===== config.mk =====
export PLATFORM = sky130hd
export DESIGN_NAME = awe_async_ctrl
export DESIGN_NICKNAME = d
export VERILOG_FILES = /design/src/logic/awe_pkg.sv /design/src/logic/awe_ecc_calc.sv /design/src/logic/awe_async_ctrl.sv
export SDC_FILE = /design/constraint.sdc
export NUM_CORES = 1
export LEC_CHECK = 0
export BUFFER_PORTS_ARGS = -buffer_cell sky130_fd_sc_hd__clkbuf_2
export CAP_MARGIN = 20
export CORE_ASPECT_RATIO = 1.5
export CORE_MARGIN = 5
export CORE_UTILIZATION = 40
export DETAILED_ROUTE_END_ITERATION = 16
export SYNTH_ARGS = -nofsm -noshare
export SYNTH_HDL_FRONTEND = slang
export SYNTH_SLANG_ARGS = --single-unit

===== constraint.sdc =====
create_clock -name core_clk -period 8.2 [get_ports core_clk]
set_input_delay 0.82 -clock core_clk [delete_from_list [all_inputs] [get_ports core_clk]]
set_output_delay 0.82 -clock core_clk [all_outputs]
set_load 0.01 [all_outputs]

===== src/logic/awe_pkg.sv =====
// Constants, register map and carrier types for the asynchronous wait, ECC and interrupt block.
// Assumes a classic Wishbone slave port with 32-bit data and word-aligned registers.
// Operation
// Setting nand_mode_enable puts chip-select space 2 into NAND mode with ECC and status.
// In NAND mode, accumulate ECC parity over NAND data, at most 512 bytes per run.
// Software sets ecc_start before the transfer and reads the result after it.
// Software moves no more than 512 bytes per ECC run, else the result is invalid.
// Reading the ECC result register clears ecc_start.
// Writing 1 to ecc_start clears the ECC result before accumulation.
// Column and row parities split at p4e/p8e for 8-bit, p8e/p16e for 16-bit.
// Software ignores unused high row parities for runs shorter than 512 bytes.
// In NAND mode, nand_ready_status shows the raw wait_input level.
// Every rising edge of wait_input sets the wait-rise raw status bit.
// wait_polarity affects neither nand_ready_status nor wait-rise detection.
// With extended_wait_enable set, wait_input is sampled during strobe to stretch it.
// While wait is asserted add strobe cycles, then resume at the last strobe cycle.
// Extension is limited to max_wait_count cycles; on expiry go to hold and flag timeout.
// wait_polarity 1 (reset) waits on high input, 0 waits on low input.
// Software keeps both strobe lengths nonzero when using extended wait.
// Idle data bus is parked on last write data, released only for reads.
// A read during SDRAM self-refresh leaves the data bus tri-stated afterwards.
// Pin reset, watchdog timeout or emulator reset resets the block and registers.
// After any reset the SDRAM initialisation request is raised automatically.
// One interrupt output, sourced by wait rise and asynchronous timeout.
// Enable set and clear registers take write-1 actions and both read current enables.
// Raw bits set regardless of enable, masked bits only when enabled; W1 clears both.
// Interrupt output is high while any masked status bit is set.
package awe_pkg;

  // ==========================================================================
  // Register offsets (byte addresses)
  localparam logic [7:0] OFF_NAND_CTRL    = 8'h00;
  localparam logic [7:0] OFF_ECC_RESULT   = 8'h04;
  localparam logic [7:0] OFF_NAND_READY   = 8'h08;
  localparam logic [7:0] OFF_WAIT_CFG     = 8'h0C;
  localparam logic [7:0] OFF_ASYNC_CFG    = 8'h10;
  localparam logic [7:0] OFF_IRQ_RAW      = 8'h14;
  localparam logic [7:0] OFF_IRQ_MASKED   = 8'h18;
  localparam logic [7:0] OFF_IRQ_EN_SET   = 8'h1C;
  localparam logic [7:0] OFF_IRQ_EN_CLEAR = 8'h20;

  // ==========================================================================
  // Field positions
  localparam int NAND_EN_BIT   = 0;
  localparam int BUS16_BIT     = 1;
  localparam int ECC_START_BIT = 8;
  localparam int MAX_WAIT_LSB  = 0;
  localparam int MAX_WAIT_W    = 8;
  localparam int WAIT_POL_BIT  = 28;
  localparam int EXT_WAIT_BIT  = 30;
  localparam int W_STROBE_LSB  = 0;
  localparam int R_STROBE_LSB  = 6;
  localparam int STROBE_W      = 6;
  localparam int SETUP_LSB     = 12;
  localparam int HOLD_LSB      = 16;
  localparam int PHASE_W       = 4;
  localparam int IRQ_WR_BIT    = 0;
  localparam int IRQ_AT_BIT    = 1;

  // ==========================================================================
  // Reset values and sizes
  localparam logic                  WAIT_POL_RST = 1'b1;
  localparam logic [MAX_WAIT_W-1:0] MAX_WAIT_RST = 8'h80;
  localparam logic [STROBE_W-1:0]   STROBE_RST   = 6'h3F;
  localparam logic [PHASE_W-1:0]    PHASE_RST    = 4'hF;
  localparam int                    ECC_W        = 24;
  localparam int                    MEM_W        = 16;

  // ==========================================================================
  // Types
  typedef struct packed {
    logic        cyc;
    logic        stb;
    logic        we;
    logic [7:0]  adr;
    logic [3:0]  sel;
    logic [31:0] dat;
  } awe_wb_req_t;

  typedef struct packed {
    logic             write;
    logic             cs2;
    logic [MEM_W-1:0] wdata;
  } awe_acc_t;

  typedef enum logic [3:0] {
    ST_IDLE   = 4'h1,
    ST_SETUP  = 4'h2,
    ST_STROBE = 4'h4,
    ST_HOLD   = 4'h8
  } awe_state_t;

endpackage


===== src/logic/awe_ecc_calc.sv =====
// ECC parity accumulator for NAND pages of up to 512 bytes.
// Assumes one take pulse per data word and a clear pulse before each run.
`timescale 1ns/10ps
module awe_ecc_calc (
  input  wire logic                       core_clk,
  input  wire logic                       rstN,
  input  wire logic                       clear,
  input  wire logic                       take,
  input  wire logic                       wide16,
  input  wire logic [awe_pkg::MEM_W-1:0]  data,
  output logic      [awe_pkg::ECC_W-1:0]  result
);

  logic [8:0]                wordIdx;
  logic [awe_pkg::ECC_W-1:0] wordPar;

  // Each data bit has a bit address inside the page; parity pair k splits on address bit k.
  // With 8-bit words bits 0-2 are column parities, with 16-bit words bits 0-3.
  always_comb
  begin
    logic [11:0] bitAddr;
    bitAddr = 12'h000;
    wordPar = '0;
    for (int b = 0; b < awe_pkg::MEM_W; b++)
    begin
      if (wide16)
        bitAddr = {wordIdx[7:0], 4'(b)};
      else
        bitAddr = {wordIdx, 3'(b)};
      if (wide16 || b < 8)
      begin
        for (int k = 0; k < 12; k++)
        begin
          if (bitAddr[k])
            wordPar[2*k+1] = wordPar[2*k+1] ^ data[b];
          else
            wordPar[2*k] = wordPar[2*k] ^ data[b];
        end
      end
    end
  end

  always_ff @(posedge core_clk or negedge rstN)
  begin
    if (!rstN)
    begin
      result  <= '0;
      wordIdx <= 9'h000;
    end
    else if (clear)
    begin
      result  <= '0;
      wordIdx <= 9'h000;
    end
    else if (take)
    begin
      result  <= result ^ wordPar;
      wordIdx <= wordIdx + 9'h001;
    end
  end

endmodule


===== src/logic/awe_async_ctrl.sv =====
// Asynchronous-memory access sequencer with extended wait, NAND ECC and status,
// data bus parking, reset merging and a maskable interrupt, behind a Wishbone slave.
// Assumes the surrounding controller holds accReq until accDone and supplies selfRefresh.
`timescale 1ns/10ps
module awe_async_ctrl (
  input  wire logic                       core_clk,
  input  wire logic                       nrst,
  input  wire logic                       watchdogRstN,
  input  wire logic                       emulatorRstN,
  input  wire awe_pkg::awe_wb_req_t        wbReq,
  output logic      [31:0]                dat_o,
  output logic                            ack_o,
  input  wire logic                       accReq,
  input  wire awe_pkg::awe_acc_t           acc,
  input  wire logic                       selfRefresh,
  output logic                            accDone,
  output logic      [awe_pkg::MEM_W-1:0]  accRdata,
  input  wire logic                       waitIn,
  input  wire logic [awe_pkg::MEM_W-1:0]  memDataI,
  output logic      [awe_pkg::MEM_W-1:0]  memDataO,
  output logic                            memDataOe,
  output logic                            memCs2N,
  output logic                            memWeN,
  output logic                            memOeN,
  output logic                            sdramInitReq,
  output logic                            irq
);

  // ==========================================================================
  // Reset merging
  // Any of the three sources resets everything; they are merged asynchronously so that
  // a watchdog or emulator reset acts even without a running clock.
  logic rstN;
  assign rstN = nrst & watchdogRstN & emulatorRstN;

  // ==========================================================================
  // Registers
  logic                                nandModeEnable;
  logic                                bus16;
  logic                                eccStart;
  logic [awe_pkg::MAX_WAIT_W-1:0]      maxWaitCount;
  logic                                waitPolarity;
  logic                                extWaitEnable;
  logic [awe_pkg::STROBE_W-1:0]        wStrobe;
  logic [awe_pkg::STROBE_W-1:0]        rStrobe;
  logic [awe_pkg::PHASE_W-1:0]         setupLen;
  logic [awe_pkg::PHASE_W-1:0]         holdLen;
  logic [1:0]                          rawStatus;
  logic [1:0]                          maskedStatus;
  logic [1:0]                          irqEnable;
  logic [awe_pkg::ECC_W-1:0]           eccResult;

  // ==========================================================================
  // Pin synchronisers
  logic                                waitMeta;
  logic                                waitSync;
  logic                                waitPrev;
  logic [awe_pkg::MEM_W-1:0]           dataMeta;
  logic [awe_pkg::MEM_W-1:0]           dataSync;

  always_ff @(posedge core_clk or negedge rstN)
  begin
    if (!rstN)
    begin
      // Reset high so that a pin already high after reset shows no false rise.
      waitMeta <= 1'b1;
      waitSync <= 1'b1;
      waitPrev <= 1'b1;
      dataMeta <= '0;
      dataSync <= '0;
    end
    else
    begin
      waitMeta <= waitIn;
      waitSync <= waitMeta;
      waitPrev <= waitSync;
      dataMeta <= memDataI;
      dataSync <= dataMeta;
    end
  end

  // Raw edge, not polarity-corrected.
  logic waitRise;
  assign waitRise = waitSync & ~waitPrev;

  // Polarity only shapes the wait seen by the strobe extension.
  logic waitAsserted;
  assign waitAsserted = (waitSync == waitPolarity);

  // ==========================================================================
  // Wishbone slave
  // Ack follows one cycle after the request; a write or read side effect happens on
  // the edge where ack is high, which is the edge the master samples it.
  logic busReq;
  logic busTake;
  logic busWrite;
  logic busRead;
  logic [31:0] wrMask;
  logic [31:0] wrBits;

  assign busReq   = wbReq.cyc & wbReq.stb;
  assign busTake  = busReq & ack_o;
  assign busWrite = busTake & wbReq.we;
  assign busRead  = busTake & ~wbReq.we;
  assign wrMask   = {{8{wbReq.sel[3]}}, {8{wbReq.sel[2]}}, {8{wbReq.sel[1]}}, {8{wbReq.sel[0]}}};
  assign wrBits   = wbReq.dat & wrMask;

  logic [31:0] next_dat;

  always_comb
  begin
    next_dat = 32'h0000_0000;
    if (wbReq.adr == awe_pkg::OFF_NAND_CTRL)
    begin
      next_dat[awe_pkg::NAND_EN_BIT]   = nandModeEnable;
      next_dat[awe_pkg::BUS16_BIT]     = bus16;
      next_dat[awe_pkg::ECC_START_BIT] = eccStart;
    end
    else if (wbReq.adr == awe_pkg::OFF_ECC_RESULT)
      next_dat[awe_pkg::ECC_W-1:0] = eccResult;
    else if (wbReq.adr == awe_pkg::OFF_NAND_READY)
      next_dat[0] = nandModeEnable & waitSync;
    else if (wbReq.adr == awe_pkg::OFF_WAIT_CFG)
    begin
      next_dat[awe_pkg::MAX_WAIT_LSB +: awe_pkg::MAX_WAIT_W] = maxWaitCount;
      next_dat[awe_pkg::WAIT_POL_BIT]                        = waitPolarity;
    end
    else if (wbReq.adr == awe_pkg::OFF_ASYNC_CFG)
    begin
      next_dat[awe_pkg::W_STROBE_LSB +: awe_pkg::STROBE_W] = wStrobe;
      next_dat[awe_pkg::R_STROBE_LSB +: awe_pkg::STROBE_W] = rStrobe;
      next_dat[awe_pkg::SETUP_LSB +: awe_pkg::PHASE_W]     = setupLen;
      next_dat[awe_pkg::HOLD_LSB +: awe_pkg::PHASE_W]      = holdLen;
      next_dat[awe_pkg::EXT_WAIT_BIT]                      = extWaitEnable;
    end
    else if (wbReq.adr == awe_pkg::OFF_IRQ_RAW)
      next_dat[1:0] = rawStatus;
    else if (wbReq.adr == awe_pkg::OFF_IRQ_MASKED)
      next_dat[1:0] = maskedStatus;
    else if (wbReq.adr == awe_pkg::OFF_IRQ_EN_SET || wbReq.adr == awe_pkg::OFF_IRQ_EN_CLEAR)
      next_dat[1:0] = irqEnable;
  end

  always_ff @(posedge core_clk or negedge rstN)
  begin
    if (!rstN)
    begin
      ack_o <= 1'b0;
      dat_o <= 32'h0000_0000;
    end
    else
    begin
      ack_o <= busReq & ~ack_o;
      dat_o <= next_dat;
    end
  end

  // ==========================================================================
  // Configuration registers
  logic eccClear;
  assign eccClear = busWrite && wbReq.adr == awe_pkg::OFF_NAND_CTRL && wrBits[awe_pkg::ECC_START_BIT];

  always_ff @(posedge core_clk or negedge rstN)
  begin
    if (!rstN)
    begin
      nandModeEnable <= 1'b0;
      bus16          <= 1'b0;
      maxWaitCount   <= awe_pkg::MAX_WAIT_RST;
      waitPolarity   <= awe_pkg::WAIT_POL_RST;
      extWaitEnable  <= 1'b0;
      wStrobe        <= awe_pkg::STROBE_RST;
      rStrobe        <= awe_pkg::STROBE_RST;
      setupLen       <= awe_pkg::PHASE_RST;
      holdLen        <= awe_pkg::PHASE_RST;
    end
    else if (busWrite)
    begin
      if (wbReq.adr == awe_pkg::OFF_NAND_CTRL && wbReq.sel[0])
      begin
        nandModeEnable <= wbReq.dat[awe_pkg::NAND_EN_BIT];
        bus16          <= wbReq.dat[awe_pkg::BUS16_BIT];
      end
      else if (wbReq.adr == awe_pkg::OFF_WAIT_CFG)
      begin
        if (wbReq.sel[0])
          maxWaitCount <= wbReq.dat[awe_pkg::MAX_WAIT_LSB +: awe_pkg::MAX_WAIT_W];
        if (wbReq.sel[3])
          waitPolarity <= wbReq.dat[awe_pkg::WAIT_POL_BIT];
      end
      else if (wbReq.adr == awe_pkg::OFF_ASYNC_CFG)
      begin
        if (wbReq.sel[0] && wbReq.sel[1])
        begin
          wStrobe <= wbReq.dat[awe_pkg::W_STROBE_LSB +: awe_pkg::STROBE_W];
          rStrobe <= wbReq.dat[awe_pkg::R_STROBE_LSB +: awe_pkg::STROBE_W];
          setupLen <= wbReq.dat[awe_pkg::SETUP_LSB +: awe_pkg::PHASE_W];
        end
        if (wbReq.sel[2])
          holdLen <= wbReq.dat[awe_pkg::HOLD_LSB +: awe_pkg::PHASE_W];
        if (wbReq.sel[3])
          extWaitEnable <= wbReq.dat[awe_pkg::EXT_WAIT_BIT];
      end
    end
  end

  // Start is set by a write of 1 and dropped by reading the result; writing 0 has no effect
  // so that a control write that only touches the mode bit cannot abort a running page.
  always_ff @(posedge core_clk or negedge rstN)
  begin
    if (!rstN)
      eccStart <= 1'b0;
    else if (eccClear)
      eccStart <= 1'b1;
    else if (busRead && wbReq.adr == awe_pkg::OFF_ECC_RESULT)
      eccStart <= 1'b0;
  end

  // ==========================================================================
  // Access sequencer
  awe_pkg::awe_state_t            state;
  logic [awe_pkg::STROBE_W-1:0]   phaseCnt;
  logic [awe_pkg::MAX_WAIT_W-1:0] extCnt;
  logic                           accWrite;
  logic                           accCs2;
  logic                           readInSelfRefresh;
  logic                           timeoutEvent;
  logic                           strobeEnd;
  logic                           eccTake;
  logic [awe_pkg::MEM_W-1:0]      eccData;

  // Extension applies only at the last programmed strobe cycle.
  logic stretch;
  assign stretch = extWaitEnable & waitAsserted & (phaseCnt == '0);

  assign strobeEnd = (state == awe_pkg::ST_STROBE) && (phaseCnt == '0) &&
                     (!stretch || extCnt == maxWaitCount);

  always_ff @(posedge core_clk or negedge rstN)
  begin
    if (!rstN)
    begin
      state        <= awe_pkg::ST_IDLE;
      phaseCnt     <= '0;
      extCnt       <= '0;
      accWrite     <= 1'b0;
      accCs2       <= 1'b0;
      accDone      <= 1'b0;
      timeoutEvent <= 1'b0;
    end
    else
    begin
      accDone      <= 1'b0;
      timeoutEvent <= 1'b0;
      case (state)
        awe_pkg::ST_IDLE:
        begin
          if (accReq && !accDone)
          begin
            state    <= awe_pkg::ST_SETUP;
            phaseCnt <= awe_pkg::STROBE_W'(setupLen);
            accWrite <= acc.write;
            accCs2   <= acc.cs2;
          end
        end
        awe_pkg::ST_SETUP:
        begin
          if (phaseCnt == '0)
          begin
            state    <= awe_pkg::ST_STROBE;
            phaseCnt <= accWrite ? wStrobe : rStrobe;
            extCnt   <= '0;
          end
          else
            phaseCnt <= phaseCnt - 1'b1;
        end
        awe_pkg::ST_STROBE:
        begin
          if (strobeEnd)
          begin
            state        <= awe_pkg::ST_HOLD;
            phaseCnt     <= awe_pkg::STROBE_W'(holdLen);
            timeoutEvent <= stretch;
          end
          else if (stretch)
            extCnt <= extCnt + 1'b1;
          else
            phaseCnt <= phaseCnt - 1'b1;
        end
        awe_pkg::ST_HOLD:
        begin
          if (phaseCnt == '0)
          begin
            state   <= awe_pkg::ST_IDLE;
            accDone <= 1'b1;
          end
          else
            phaseCnt <= phaseCnt - 1'b1;
        end
        default:
          state <= awe_pkg::ST_IDLE;
      endcase
    end
  end

  // Strobes are active low and registered straight from the next state.
  always_ff @(posedge core_clk or negedge rstN)
  begin
    if (!rstN)
    begin
      memCs2N <= 1'b1;
      memWeN  <= 1'b1;
      memOeN  <= 1'b1;
    end
    else
    begin
      memCs2N <= ~((state == awe_pkg::ST_SETUP && phaseCnt == '0) ||
                   (state == awe_pkg::ST_STROBE && !strobeEnd)) | ~accCs2;
      memWeN  <= ~(((state == awe_pkg::ST_SETUP && phaseCnt == '0) ||
                    (state == awe_pkg::ST_STROBE && !strobeEnd)) & accWrite);
      memOeN  <= ~(((state == awe_pkg::ST_SETUP && phaseCnt == '0) ||
                    (state == awe_pkg::ST_STROBE && !strobeEnd)) & ~accWrite);
    end
  end

  // ==========================================================================
  // Data bus parking
  always_ff @(posedge core_clk or negedge rstN)
  begin
    if (!rstN)
    begin
      memDataO          <= '0;
      memDataOe         <= 1'b1;
      accRdata          <= '0;
      readInSelfRefresh <= 1'b0;
    end
    else if (state == awe_pkg::ST_IDLE && accReq && !accDone)
    begin
      if (acc.write)
      begin
        memDataO  <= acc.wdata;
        memDataOe <= 1'b1;
      end
      else
      begin
        memDataOe         <= 1'b0;
        readInSelfRefresh <= selfRefresh;
      end
    end
    else if (strobeEnd && !accWrite)
    begin
      accRdata  <= dataSync;
      memDataOe <= ~readInSelfRefresh;
    end
  end

  // ==========================================================================
  // NAND ECC
  assign eccTake = strobeEnd & accCs2 & nandModeEnable & eccStart;
  assign eccData = accWrite ? memDataO : dataSync;

  awe_ecc_calc u_ecc (
    .core_clk (core_clk),
    .rstN     (rstN),
    .clear    (eccClear),
    .take     (eccTake),
    .wide16   (bus16),
    .data     (eccData),
    .result   (eccResult)
  );

  // ==========================================================================
  // Interrupt status
  // A new event in the same cycle as its write-1 clear keeps the bit set.
  logic [1:0] events;
  logic [1:0] rawClear;
  assign events   = {timeoutEvent, waitRise};
  assign rawClear = (busWrite && wbReq.adr == awe_pkg::OFF_IRQ_RAW) ? wrBits[1:0] : 2'b00;

  always_ff @(posedge core_clk or negedge rstN)
  begin
    if (!rstN)
    begin
      rawStatus    <= 2'b00;
      maskedStatus <= 2'b00;
    end
    else
    begin
      rawStatus    <= (rawStatus & ~rawClear) | events;
      maskedStatus <= (maskedStatus & ~rawClear) | (events & irqEnable);
    end
  end

  always_ff @(posedge core_clk or negedge rstN)
  begin
    if (!rstN)
      irqEnable <= 2'b00;
    else if (busWrite && wbReq.adr == awe_pkg::OFF_IRQ_EN_SET)
      irqEnable <= irqEnable | wrBits[1:0];
    else if (busWrite && wbReq.adr == awe_pkg::OFF_IRQ_EN_CLEAR)
      irqEnable <= irqEnable & ~wrBits[1:0];
  end

  always_ff @(posedge core_clk or negedge rstN)
  begin
    if (!rstN)
      irq <= 1'b0;
    else
      irq <= |maskedStatus;
  end

  // ==========================================================================
  // SDRAM initialisation request
  // High out of every reset and dropped at the first clock edge, so the SDRAM
  // side starts its init sequence with no software involvement.
  always_ff @(posedge core_clk or negedge rstN)
  begin
    if (!rstN)
      sdramInitReq <= 1'b1;
    else
      sdramInitReq <= 1'b0;
  end

endmodule


# Word-level counts from Yosys, hierarchy flattened

Cells that the tools add are included.

Register bits: 195
Latch bits: 0
Bits in writable memories: 0
Bits in read-only memories: 0
Bits of input ports: 88
Output and inout port bits: 72
Logic and storage cells: 974
Memories kept: 0

Add/sub/neg operators: 3
Multiply operators: 0
Div/mod/pow operators: 0
$lt $le $gt $ge: 0
Equality and inequality tests: 22
Shift operators: 0
Mux-type cells: 465
Bitwise logic cells: 401
Reduce and logical (&&, ||, !) cells: 45

Operators by type and width:

| operator           | count |
|---|---|
| $mux 1             | 404 |
| $xor 1x1->1        | 360 |
| $mux 24            | 10 |
| $mux 12            | 17 |
| $mux 6             | 7 |
| $eq 8x5->1 const B | 4 |
| $mux 8             | 4 |
| $pmux 6 s4         | 1 |
| $xor 24x24->24     | 1 |
| $mux 20            | 1 |
| $mux 4             | 5 |
| $reduce_and 4->1   | 5 |
| $mux 19            | 1 |
| $mux 18            | 1 |
| $mux 9             | 2 |
| $and 1x1->1        | 16 |
| $eq 8x4->1 const B | 2 |
| $logic_and 1x1->1  | 16 |
| $mux 16            | 1 |
| $mux 2             | 8 |
| $pmux 4 s4         | 1 |
| $pmux 8 s2         | 1 |
| $mux 15            | 1 |
| $reduce_and 5->1   | 3 |
| other kinds (27)   | 64 |

# Logic depth before layout (Yosys ltp)

Gate-level depths: netlist of run 1.

Depth in word-level cells: 43
Gate-level depth with buffers: 13
Depth with buffers taken out: 12

# Modules after synthesis

From an unflattened synthesis of run 1, not the netlist that was laid out.

Cells, all modules: 792
Area, all modules: 9,356.5 µm²

Modules (own cells, without submodules):

| module         | times used | cells an instance | area each (µm²) | seq. area each (µm²) |
|---|---|---|---|---|
| awe_async_ctrl | 1          | 532               | 6,861.6         | 4,092.7 |
| awe_ecc_calc   | 1          | 260               | 2,494.9         | 825.8 |

# Least setup slack after synthesis of run 1

Ideal clock, no wire load.

Path type: input -> register
From: in wbReq[43] (netlist bit)
To: reg maxWaitCount[0] (netlist bit)
Library setup time: 0.125 ns
Arrival: 2.727 ns
Required time: 8.075 ns
Path slack: 5.348 ns
Cell stages on the path: 8
Path buffers: 2
Path through: nor3_1 -> nand2_1 -> nor2_1 -> and3_1 -> clkbuf_1 -> and3b_1 -> clkbuf_1 -> mux2_2

Cells in the longest elaborated chain, start to end: 4
Elaborated cells between the ends (all ways): 5
Those cells by class: eq/ne: 1; bitwise: 1; reduce/logical: 3

Ends and longest elaborated chain:

| item                         | line                  | RTL |
|---|---|---|
| start: declaration           | awe_async_ctrl.sv:10  | `input wire awe_pkg::awe_wb_req_t wbReq,` |
| $logic_not 8->1              | awe_async_ctrl.sv:179 | `if (wbReq.adr == awe_pkg::OFF_NAND_CTRL && wbReq.sel[0])` |
| $logic_and 1x1->1            | awe_async_ctrl.sv:179 |  |
| $not 1->1 (no line)          | n/a                   |  |
| $reduce_and 4->1 (no line) * | n/a                   |  |
| end signal: assignment       | awe_async_ctrl.sv:169 | `maxWaitCount <= awe_pkg::MAX_WAIT_RST;` |
| end signal: assignment       | awe_async_ctrl.sv:187 | `maxWaitCount <= wbReq.dat[awe_pkg::MAX_WAIT_LSB +: awe_pkg::MAX_WAIT_W];` |
| end: declaration             | awe_async_ctrl.sv:41  | `logic [awe_pkg::MAX_WAIT_W-1:0] maxWaitCount;` |

Mark *: on every way between the ends. The rest lies on a longest branch, timed or not.
A chain may end at the register's enable or synchronous reset.

# Final worst setup path of run 1

From: reg accWrite
To: reg u_ecc.result[17] (netlist bit)

Cells in the longest elaborated chain, start to end: 43

Ends and longest elaborated chain:

| item                     | line                  | RTL |
|---|---|---|
| start: declaration       | awe_async_ctrl.sv:224 | `logic accWrite;` |
| start signal: assignment | awe_async_ctrl.sv:262 | `accWrite <= acc.write;` |
| $mux 16 *                | awe_async_ctrl.sv:360 | `assign eccData = accWrite ? memDataO : dataSync;` |
| $mux 1                   | awe_ecc_calc.sv:34    | `if (bitAddr[k])` |
| $xor 1x1->1              | awe_ecc_calc.sv:35    | `wordPar[2*k+1] = wordPar[2*k+1] ^ data[b];` |
| $mux 1                   | awe_ecc_calc.sv:34    |  |
| $xor 1x1->1              | awe_ecc_calc.sv:35    |  |
| $mux 1                   | awe_ecc_calc.sv:34    |  |
| $xor 1x1->1              | awe_ecc_calc.sv:35    |  |
| $mux 1                   | awe_ecc_calc.sv:34    |  |
| (+27 left out)           | n/a                   |  |
| $mux 1                   | awe_ecc_calc.sv:34    |  |
| $mux 24                  | awe_ecc_calc.sv:30    | `if (wide16 \|\| b < 8)` |
| $xor 1x1->1              | awe_ecc_calc.sv:35    |  |
| $mux 1                   | awe_ecc_calc.sv:34    |  |
| $mux 24 *                | awe_ecc_calc.sv:30    |  |
| $xor 24x24->24 *         | awe_ecc_calc.sv:57    | `result <= result ^ wordPar;` |
| $mux 24 *                | awe_ecc_calc.sv:55    | `else if (take)` |
| $mux 24 *                | awe_ecc_calc.sv:50    | `else if (clear)` |
| end signal: assignment   | awe_ecc_calc.sv:57    |  |
| end: declaration         | awe_ecc_calc.sv:11    | `output logic [awe_pkg::ECC_W-1:0] result` |

Mark *: on every way between the ends. The rest lies on a longest branch, timed or not. The select of a mux whose other input is x is not followed.

==> results of run 1 <==
-- final cells by class --
type	instances	area share, %
tap	280	3.248
sequential	195	45.62
timing repair buffer	149	7.169
multi-input combinational	560	37.71
clock buffer	17	3.944
clock inverter	15	1.508
inverter	23	0.8005
-- stage by stage --
step / instance area, µm² / std cells / total power (µW) / utilization, %
finish: 10790 / 1239 / 2954 / 46.95
global route: 10790 / 1239 / 3142 / 46.95
CTS: 10790 / 1239 / 2997 / 46.95
detailed placement: 10200 / 1207 / 2165 / 44.39
global placement: 10200 / 1207 / 2156 / 44.39
floorplan: 9296 / 827 / 1931 / -
-- flip-flops by register name (all words and copies together) (netlist names), 2 cells and up, named ones only --
register,cells
maskedStatus,2
setupLen,4
u_ecc.result,24
u_ecc.wordIdx,9
maxWaitCount,8
dat_o,26
dataSync,16
phaseCnt,6
memDataO,16
rStrobe,6
holdLen,4
extCnt,8
accRdata,16
state,4
wStrobe,6
rawStatus,2
dataMeta,16
-- report_power, final --
| part | internal (µW) | switching [µW] |
|---|---|---|
| clock network | 409 | 412 |
| registers | 1030 | 103 |
| logic | 456 | 538 |
-- Yosys cell counts (all sizes together), types with 6 or more instances --
master    n
nand3    14
a222oi    8
clkbuf   31
a21oi    29
nand4     9
buf      18
nor2     57
or3      14
o22ai     9
and3     15
mux2     74
dfstp    31
dfrtp   164
a22oi     6
nor3     11
mux2i    15
a22o     13
o21ai    44
xor2     38
inv      22
nand2    57
xnor2    62
and2      9
-- layer usage --
metal	part of all wire (%)	vias up	track usage, %
li1	-	3104	-
met2	53	186	29.84
met1	41	3161	20.02
met4	2.1	0	5.811
met3	4.3	26	3.269
met5	0	-	0
-- kinds of logic after synthesis --
group / count (synthesis) / share of synthesized area (%)
buffers and inverters: 72 / 3.427
and+or+nand+nor: 217 / 11.59
DFF: 195 / 53.04
adders and majority gates: 3 / 0.4048
other: 1 / 0.04044
xor gates and xnor gates: 104 / 10.69
AOI/OAI and AO/OA: 140 / 9.916
muxes: 89 / 10.90
-- worst min-delay path by stage --
stage	endpoint	start	slack, ns
2_1_floorplan	dataSync[0]	dataMeta[0]	0.33
3_3_place_gp	dataSync[7]	dataMeta[7]	0.33
3_5_place_dp	dataSync[0]	dataMeta[0]	0.33
4_1_cts	dataMeta[10]	watchdogRstN	0.32
5_1_grt	dataMeta[11]	nrst	0.33
6_report	dataMeta[11]	watchdogRstN	0.34
-- critical path, delay by kind of cell (launching register included) --
family	cells	cell delay, ns
multiplexers	4	1.29
flip-flops	1	0.96
XOR/XNOR	2	0.57
AND/OR/NAND/NOR	1	0.35
AO/OA/AOI/OAI	2	0.31
==> run metrics, run 1 <==
status complete, no violations; post-CTS sizing 0; pre-CTS WS 4.328 ns; drt pass-1 iters 5; Nets 1037; Hold WC Path Type input pin to async pin; synthesized area roughly 0.0093 mm²; Max VDD drop 187.8 µV; endpoints failing hold 0; area of the die approximately 0.026 mm²; Fmax 278.1 MHz; Final HPWL DP 15.80 mm; core footprint around 0.023 mm²; final wirelength 21.42 mm; GPL Wtd Cong 0.8108; beginning of the critical path accWrite; CP endpoint u_ecc.result[17]; CTS tree yes; final period utilization between 40% and 50%; Worst-Skew Late Latency 0.44 ns; Longest Clk Path Bufs 2; Synth top area share 44.25%; first-pass GRT wire length 34.75 mm; Setup TNS Final 0 ns; antenna violations before repair 0; total inserted antenna cells 0; largest area contributor in the netlist dfrtp_1; Vias 6477; maxcap violations 0; IO Port Bufs 143; I/O pin count between 150 and 200; pwr/cell area roughly 270 mW/mm²; Hold WS 0.3376 ns; worst r2r path cells 9; initial core utilization 40.37%; Slew @ Worst Pin around 1 ns; Synth area leaders dfrtp_1 44%, dfstp_2 8.8%, mux2_2 8.6%; flip-flop and latch area 0.004920 mm²; # rows 68; H-tree depth 4; Tot GR Track Use 16.69%; RSZ-0062 raised after global routing false; WP data arrival 3.93 ns; Slew Viols, Final 0; Final Setup Violations 0; clock skew around 0.011 ns; Layout area overhead 16.30%; ANT nets after route 0; vias in the first global route 6590; min Tclk post-route 3.595 ns; crit path launch type flop; clock sink count a little under 200; register area share after synthesis 53.04%; Unique masters post-synth 68; Post-CTS Hold Buffers 0; most common cell after layout, fill and taps aside dfrtp_1; Die X 134.3 µm; CTS root buffer clkbuf_16; Synth Register Bits 195; CP Capture Type flop; prevailing post-synth register cell dfrtp_1; Vias/cell around 5.2; largest net degree at the start of global routing 191; critical register-to-register path startpoint accWrite; Slew HR 31.39%; Post-CTS Repair Setup Buffers 0; area occupied by multi-input gates 0.004068 mm²; Leak 0.004957 µW; Post-Syn Area per Cell 11.30 µm²; wire length per cell 17.29 µm; worst path required time ~8.5 ns; Residual DRC 0; Iteration-0 DRC Markers 350; layout cells sized above 1 about a third; final worst setup slack 4.605 ns; Synth Instances 821; Filler Cell Count 2163; FF-to-FF End u_ecc.result[17]; total grt overflow 0; Max FO, Critical Path 39; Die Span Y 196.5 µm; CTS clock-pin slew for the worst setup and hold paths ~0.080 ns; Post-synth EDFFs 0; crit path kind flop to flop; most frequent cells in the layout 163 x dfrtp_1, 143 x clkbuf_2, 71 x mux2_2; crit-path cells mux2i_1 > xnor2_2 > xnor2_2 > or2_1 > o21ai_2 > mux2i_1 > mux2_4 > a31oi_1 > mux2_1; Post-synth ARST share 100.0%; Crit-path slowest cell dfrtp_2; setup slack, reg-to-reg 4.60 ns; Crit path largest cell delay roughly 0.96 ns; Yosys warnings 0; Num CTS Buffers 17
Power figures use the tool's default switching activity.
==> run 2, diff against run 1 <==
==> constraint.sdc (replaced) <==
create_clock -name core_clk -period 3.6 [get_ports core_clk]
set_input_delay 0.36 -clock core_clk [delete_from_list [all_inputs] [get_ports core_clk]]
set_output_delay 0.36 -clock core_clk [all_outputs]
set_load 0.01 [all_outputs]
==> run metrics, run 2 (same netlist as run 1, synthesis figures left out) <==
Slew HR 39.63% (+8.2 points); layout cells sized above 1 32.69% (+0.99 points); Critical path buffers and inverters 1 (+1); Final HPWL DP 16.69 mm (+5.6%); Iteration-0 DRC Markers 398 (+14%); pwr/cell area 625.3 mW/mm² (+130%); endpoints failing hold 0 (unchanged); Num CTS Buffers 17 (unchanged); min Tclk post-route 3.156 ns (-0.4398 ns); Largest register FFs 26 (unchanged); core footprint 0.02297 mm² (unchanged); Max FO, Critical Path 11 (-72%); met3 wire len 829 µm (-9.1%); vias in the first global route 6664 (+1.1%); antenna violations before repair 0 (unchanged); Fmax 316.9 MHz (+14%); top flop regs dat_o (26), u_ecc.result (24); crit path kind flop to flop; placed inst area 0.01036 mm² (+1.6%); RSZ-0062 raised after global routing false; CTS root buffer clkbuf_16; Residual DRC 0 (unchanged); Tot GR Track Use 16.91% (+0.21 points); ANT nets after route 0 (unchanged); CTS clock-pin slew for the worst setup and hold paths 0.07 ns (about the same); total grt overflow 0 (unchanged); Slew @ Worst Pin 0.9056 ns (-0.1235 ns); DR WL met2 11.43 mm (+1.3%); most frequent cells in the layout 163 x dfrtp_1, 143 x clkbuf_2, 71 x mux2_2; crit-path cells inv_1 > ha_1 > or3b_1 > or3_1 > nor2_1 > o21a_1 > and4_1 > nand3_1 > o31ai_1 > a31oi_1 > mux2_1; initial core utilization 40.37% (unchanged); CP Capture Type flop; Layout area overhead 18.48%; wire length per cell 17.12 µm (-0.99%); Leak 0.005077 µW (+2.4%); Vias 6431 (-0.71%); Stages on worst setup path 11 (+2); Max VDD drop 395.1 µV (+110%); # rows 68 (unchanged); Slew Viols, Final 0 (unchanged); IO Port Bufs 143 (unchanged); I/O pin count 160 (unchanged); top sig layer met4; crit-path leading delay family simple AND/OR/NAND/NOR gates; first-pass GRT wire length 35.26 mm (+1.5%); crit path launch type flop; final wirelength 21.57 mm (+0.69%); status complete, no violations; drt pass-1 iters 4 (-1); Met1 Routed Length 8.881 mm (+1.2%); Final Setup Violations 0 (unchanged); Hold WC Path Type input pin to flop; Crit-path slowest cell or3_1; Worst-Skew Late Latency 0.43 ns (about the same); worst r2r path cells 11 (+2); Longest Clk Path Bufs 2 (unchanged); most common cell after layout, fill and taps aside dfrtp_1; H-tree depth 4 (unchanged); CTS tree yes; hold path depth 1; Setup TNS Final 0 ns (unchanged); Vias/cell 5.104 (-2.4%); maxcap violations 0 (unchanged); Die Span Y 196.5 µm (unchanged); Final Cell Area 0.01099 mm² (+1.9%); WP data arrival 3.47 ns (-0.46 ns); GPL Wtd Cong 0.8161 (+0.65%); Nets 1057 (+1.9%); Die X 134.3 µm (unchanged); final period utilization 87.66% (+44 points); worst path required time 3.91 ns (-4.62 ns); largest net degree at the start of global routing 62 (-68%); Crit path largest cell delay 0.44 ns (-0.52 ns); clock sink count 195 (unchanged); Largest Register dat_o; area of the die 0.02639 mm² (unchanged); Post-CTS Repair Setup Buffers 0 (unchanged); clock skew 0.01083 ns (-0.0004986 ns)
==> run 2: area by class of cell <==
class | instances | area (µm²)
Antenna cell | 1 | 2.502
Clock buffer | 22 | 464.2
Clock inverter | 10 | 146.4
Fill cell | 2168 | 11980
Inverter | 23 | 86.33
Multi-Input combinational cell | 560 | 4068
Sequential cell | 195 | 4920
Tap cell | 280 | 350.3
Timing Repair Buffer | 169 | 950.9
==> run 2: per-layer routing <==
metal  track usage [%]  up-vias
met1             20.12     3122
met3             3.677       21
met5                 0        -
li1                  -     3142
met4             5.811        0
met2             30.16      146
==> run 2: timing repair <==
| action | 4_1_cts | 5_1_grt |
|---|---|---|
| resized for setup | 0 | 0 |
| endpoints found under the hold margin | 1 | 0 |
| hold buffers | 1 | 0 |
==> run 2: per-stage QoR <==
| step | utilization, % | instances | power [µW] | hold WS, ns | setup slack (ns) |
|---|---|---|---|---|---|
| floorplan | - | 827 | 4398 | 0.3312 | 0.06310 |
| global placement | 45.12 | 1226 | 4951 | 0.3314 | 0.4602 |
| detailed placement | 45.12 | 1226 | 4979 | 0.3347 | 0.4600 |
| CTS | 47.82 | 1259 | 6961 | 0.01020 | 0.4533 |
| global route | 47.82 | 1259 | 7270 | 0.003999 | 0.2178 |
| finish | 47.83 | 1260 | 6871 | 0.03332 | 0.4443 |
==> run 2: path summary, 6_finish.rpt <==
check	start	to	slack, ns
max	phaseCnt[0]	u_ecc.result[17]	0.44
min	memDataI[9]	dataMeta[9]	0.03
max reg2reg	phaseCnt[0]	u_ecc.result[17]	0.44
min reg2reg	dataMeta[11]	dataSync[11]	0.35
max in group asynchronous	emulatorRstN	waitMeta	2.50
min in group asynchronous	watchdogRstN	dat_o[1]	0.23
==> run 2: where the power goes <==
group          leakage (µW)  internal, µW  switching [µW]  total (µW)
clock network      0.000296          1140             820        1960
registers           0.00240          2360             178        2540
logic               0.00238          1070            1300        2370
==> run 3, diff against run 2 <==
--- a/config.mk
+++ b/config.mk
@@ -10,6 +10,7 @@
 export CORE_ASPECT_RATIO = 1.5
 export CORE_MARGIN = 5
 export CORE_UTILIZATION = 40
+export CTS_BUF_LIST = sky130_fd_sc_hd__clkbuf_16
 export DETAILED_ROUTE_END_ITERATION = 16
 export SYNTH_ARGS = -nofsm -noshare
 export SYNTH_HDL_FRONTEND = slang
==> run metrics, run 3 (same netlist as run 1, synthesis figures left out) <==
status complete, no violations; vias in the first global route 6655 (-0.14%); crit-path leading delay family simple AND/OR/NAND/NOR gates; final period utilization 87.51% (-0.15 points); area of the die 0.02639 mm² (unchanged); Net Sw Power 2300 µW (about the same); Logic pwr share 34.8% (+0.3 points); Vias 6460 (+0.45%); Max FO, Critical Path 11 (unchanged); Slew @ Worst Pin 0.9051 ns (-0.0004657 ns); Slew HR 39.66% (about the same); Iteration-0 DRC Markers 379 (-4.8%); endpoints failing hold 0 (unchanged); CP Capture Type flop; worst path required time 3.91 ns (about the same); drt pass-1 iters 5 (+1); Final Setup Violations 0 (unchanged); RSZ-0062 raised after global routing false; most common cell after layout, fill and taps aside dfrtp_1; final core occ 47.75% (-0.087 points); ANT nets after route 0 (unchanged); core footprint 0.02297 mm² (unchanged); IO Port Bufs 143 (unchanged); total power draw 6821 µW (-0.72%); H-tree depth 4 (unchanged); initial core utilization 40.37% (unchanged); wire length per cell 17.14 µm (+0.13%); Layout area overhead 18.27%; Crit path largest cell delay 0.44 ns (about the same); Slew Viols, Final 0 (unchanged); Worst-Skew Late Latency 0.43 ns (about the same); Residual DRC 0 (unchanged); antenna violations before repair 0 (unchanged); Hold WC Path Type input pin to flop; I/O pin count 160 (unchanged); final wirelength 21.60 mm (+0.13%); crit path launch type flop; Die Span Y 196.5 µm (unchanged); Crit-path slowest cell or3_1; setup slack, reg-to-reg 0.45 ns (about the same); clock skew 0.009335 ns (-0.001490 ns); Fmax 317.4 MHz (+0.17%); Num CTS Buffers 17 (unchanged); GPL Wtd Cong 0.8161 (unchanged); switch share 33.71% (+0.27 points); maxcap violations 0 (unchanged); Nets 1057 (unchanged); pwr/cell area 621.9 mW/mm² (-0.54%); most frequent cells in the layout 163 x dfrtp_1, 143 x clkbuf_2, 71 x mux2_2; clock sink count 195 (unchanged); min Tclk post-route 3.150 ns (-0.005320 ns); CTS clock-pin slew for the worst setup and hold paths 0.07 ns (about the same); Vias/cell 5.127 (+0.45%); Final Cell Area 0.01097 mm² (-0.18%); Filler Cell Count 2172 (+0.18%); Setup TNS Final 0 ns (unchanged); flip-flop and latch area 0.004920 mm² (unchanged); Largest register FFs 26 (unchanged); first-pass GRT wire length 35.25 mm (about the same); Cells after DPL 1226 (unchanged); WP data arrival 3.46 ns (about the same); Largest Register dat_o; CTS root buffer clkbuf_16; total grt overflow 0 (unchanged); Critical path buffers and inverters 1 (unchanged); Max VDD drop 396.4 µV (+0.35%); largest net degree at the start of global routing 62 (unchanged); Finished Layout Cells 1260 (unchanged); Longest Clk Path Bufs 2 (unchanged); Int Power 4521 µW (-1.1%); Clk pwr share 28.0% (-0.5 points); Tot GR Track Use 16.89% (about the same); Leak 0.005078 µW (about the same); Final HPWL DP 16.69 mm (unchanged); layout cells sized above 1 32.48% (-0.20 points); # rows 68 (unchanged); top flop regs dat_o (26), u_ecc.result (24); crit path kind flop to flop; Post-CTS Repair Setup Buffers 0 (unchanged); area occupied by multi-input gates 0.004068 mm² (unchanged); sequential fraction of design power 37.2% (+0.3 points); crit-path cells inv_1 > ha_1 > or3b_1 > or3_1 > nor2_1 > o21a_1 > and4_1 > nand3_1 > o31ai_1 > a31oi_1 > mux2_1; CTS tree yes; Die X 134.3 µm (unchanged); placed inst area 0.01036 mm² (unchanged)
run 3: cell count changes in the layout (fill, tap and decap cells not counted):
cell,delta
inv_1,+3
clkinv_1,+2
clkbuf_8,-2
clkbuf_1,-3
run 3: area by class of cell:
| type | count | area share (%) |
|---|---|---|
| sequential | 195 | 44.86 |
| multi-input combinational | 560 | 37.09 |
| timing repair buffer | 169 | 8.670 |
| clock buffer | 17 | 3.879 |
| tap | 280 | 3.194 |
| clock inverter | 15 | 1.506 |
| inverter | 23 | 0.7871 |
| antenna | 1 | 0.02282 |
run 3: worst paths after layout:
kind	startpoint	to	cells past startpoint
setup / recovery	phaseCnt[0]	u_ecc.result[17]	11
hold / removal	memDataI[9]	dataMeta[9]	1
setup reg to reg	phaseCnt[0]	u_ecc.result[17]	11
hold reg to reg	dataMeta[11]	dataSync[11]	0
max in group asynchronous	emulatorRstN	waitMeta	3
min in group asynchronous	watchdogRstN	dat_o[1]	2
run 3: routing by layer:
layer	vias to the layer above	part of all wire [%]	track usage (%)
met5	-	0	0
met4	0	2.0	5.811
met3	21	4.3	3.677
met2	155	53	30.08
met1	3136	41	20.13
li1	3148	-	-
run 3: repair_timing:
item	in CTS	in global routing
gates resized for setup	0	0
hold endpoints to repair	1	0
hold buffers	1	0
run 3: power groups by stage:
| stage | Clock (µW) | Combinational [µW] | Sequential [µW] |
|---|---|---|---|
| global placement | 0 | 2370 | 2580 |
| finish | 1910 | 2370 | 2540 |
| detailed placement | 0 | 2400 | 2580 |
| CTS | 1960 | 2400 | 2540 |
| floorplan | 0 | 1840 | 2560 |
| global route | 2050 | 2600 | 2570 |
run 3: stage by stage:
| stage | setup slack [ns] | hold slack (ns) |
|---|---|---|
| final | 0.4496 | 0.03205 |
| after global routing | 0.2179 | 0.003921 |
| after CTS | 0.4532 | 0.01011 |
| after detailed placement | 0.4600 | 0.3347 |
| after global placement | 0.4602 | 0.3314 |
| after floorplan | 0.06310 | 0.3312 |
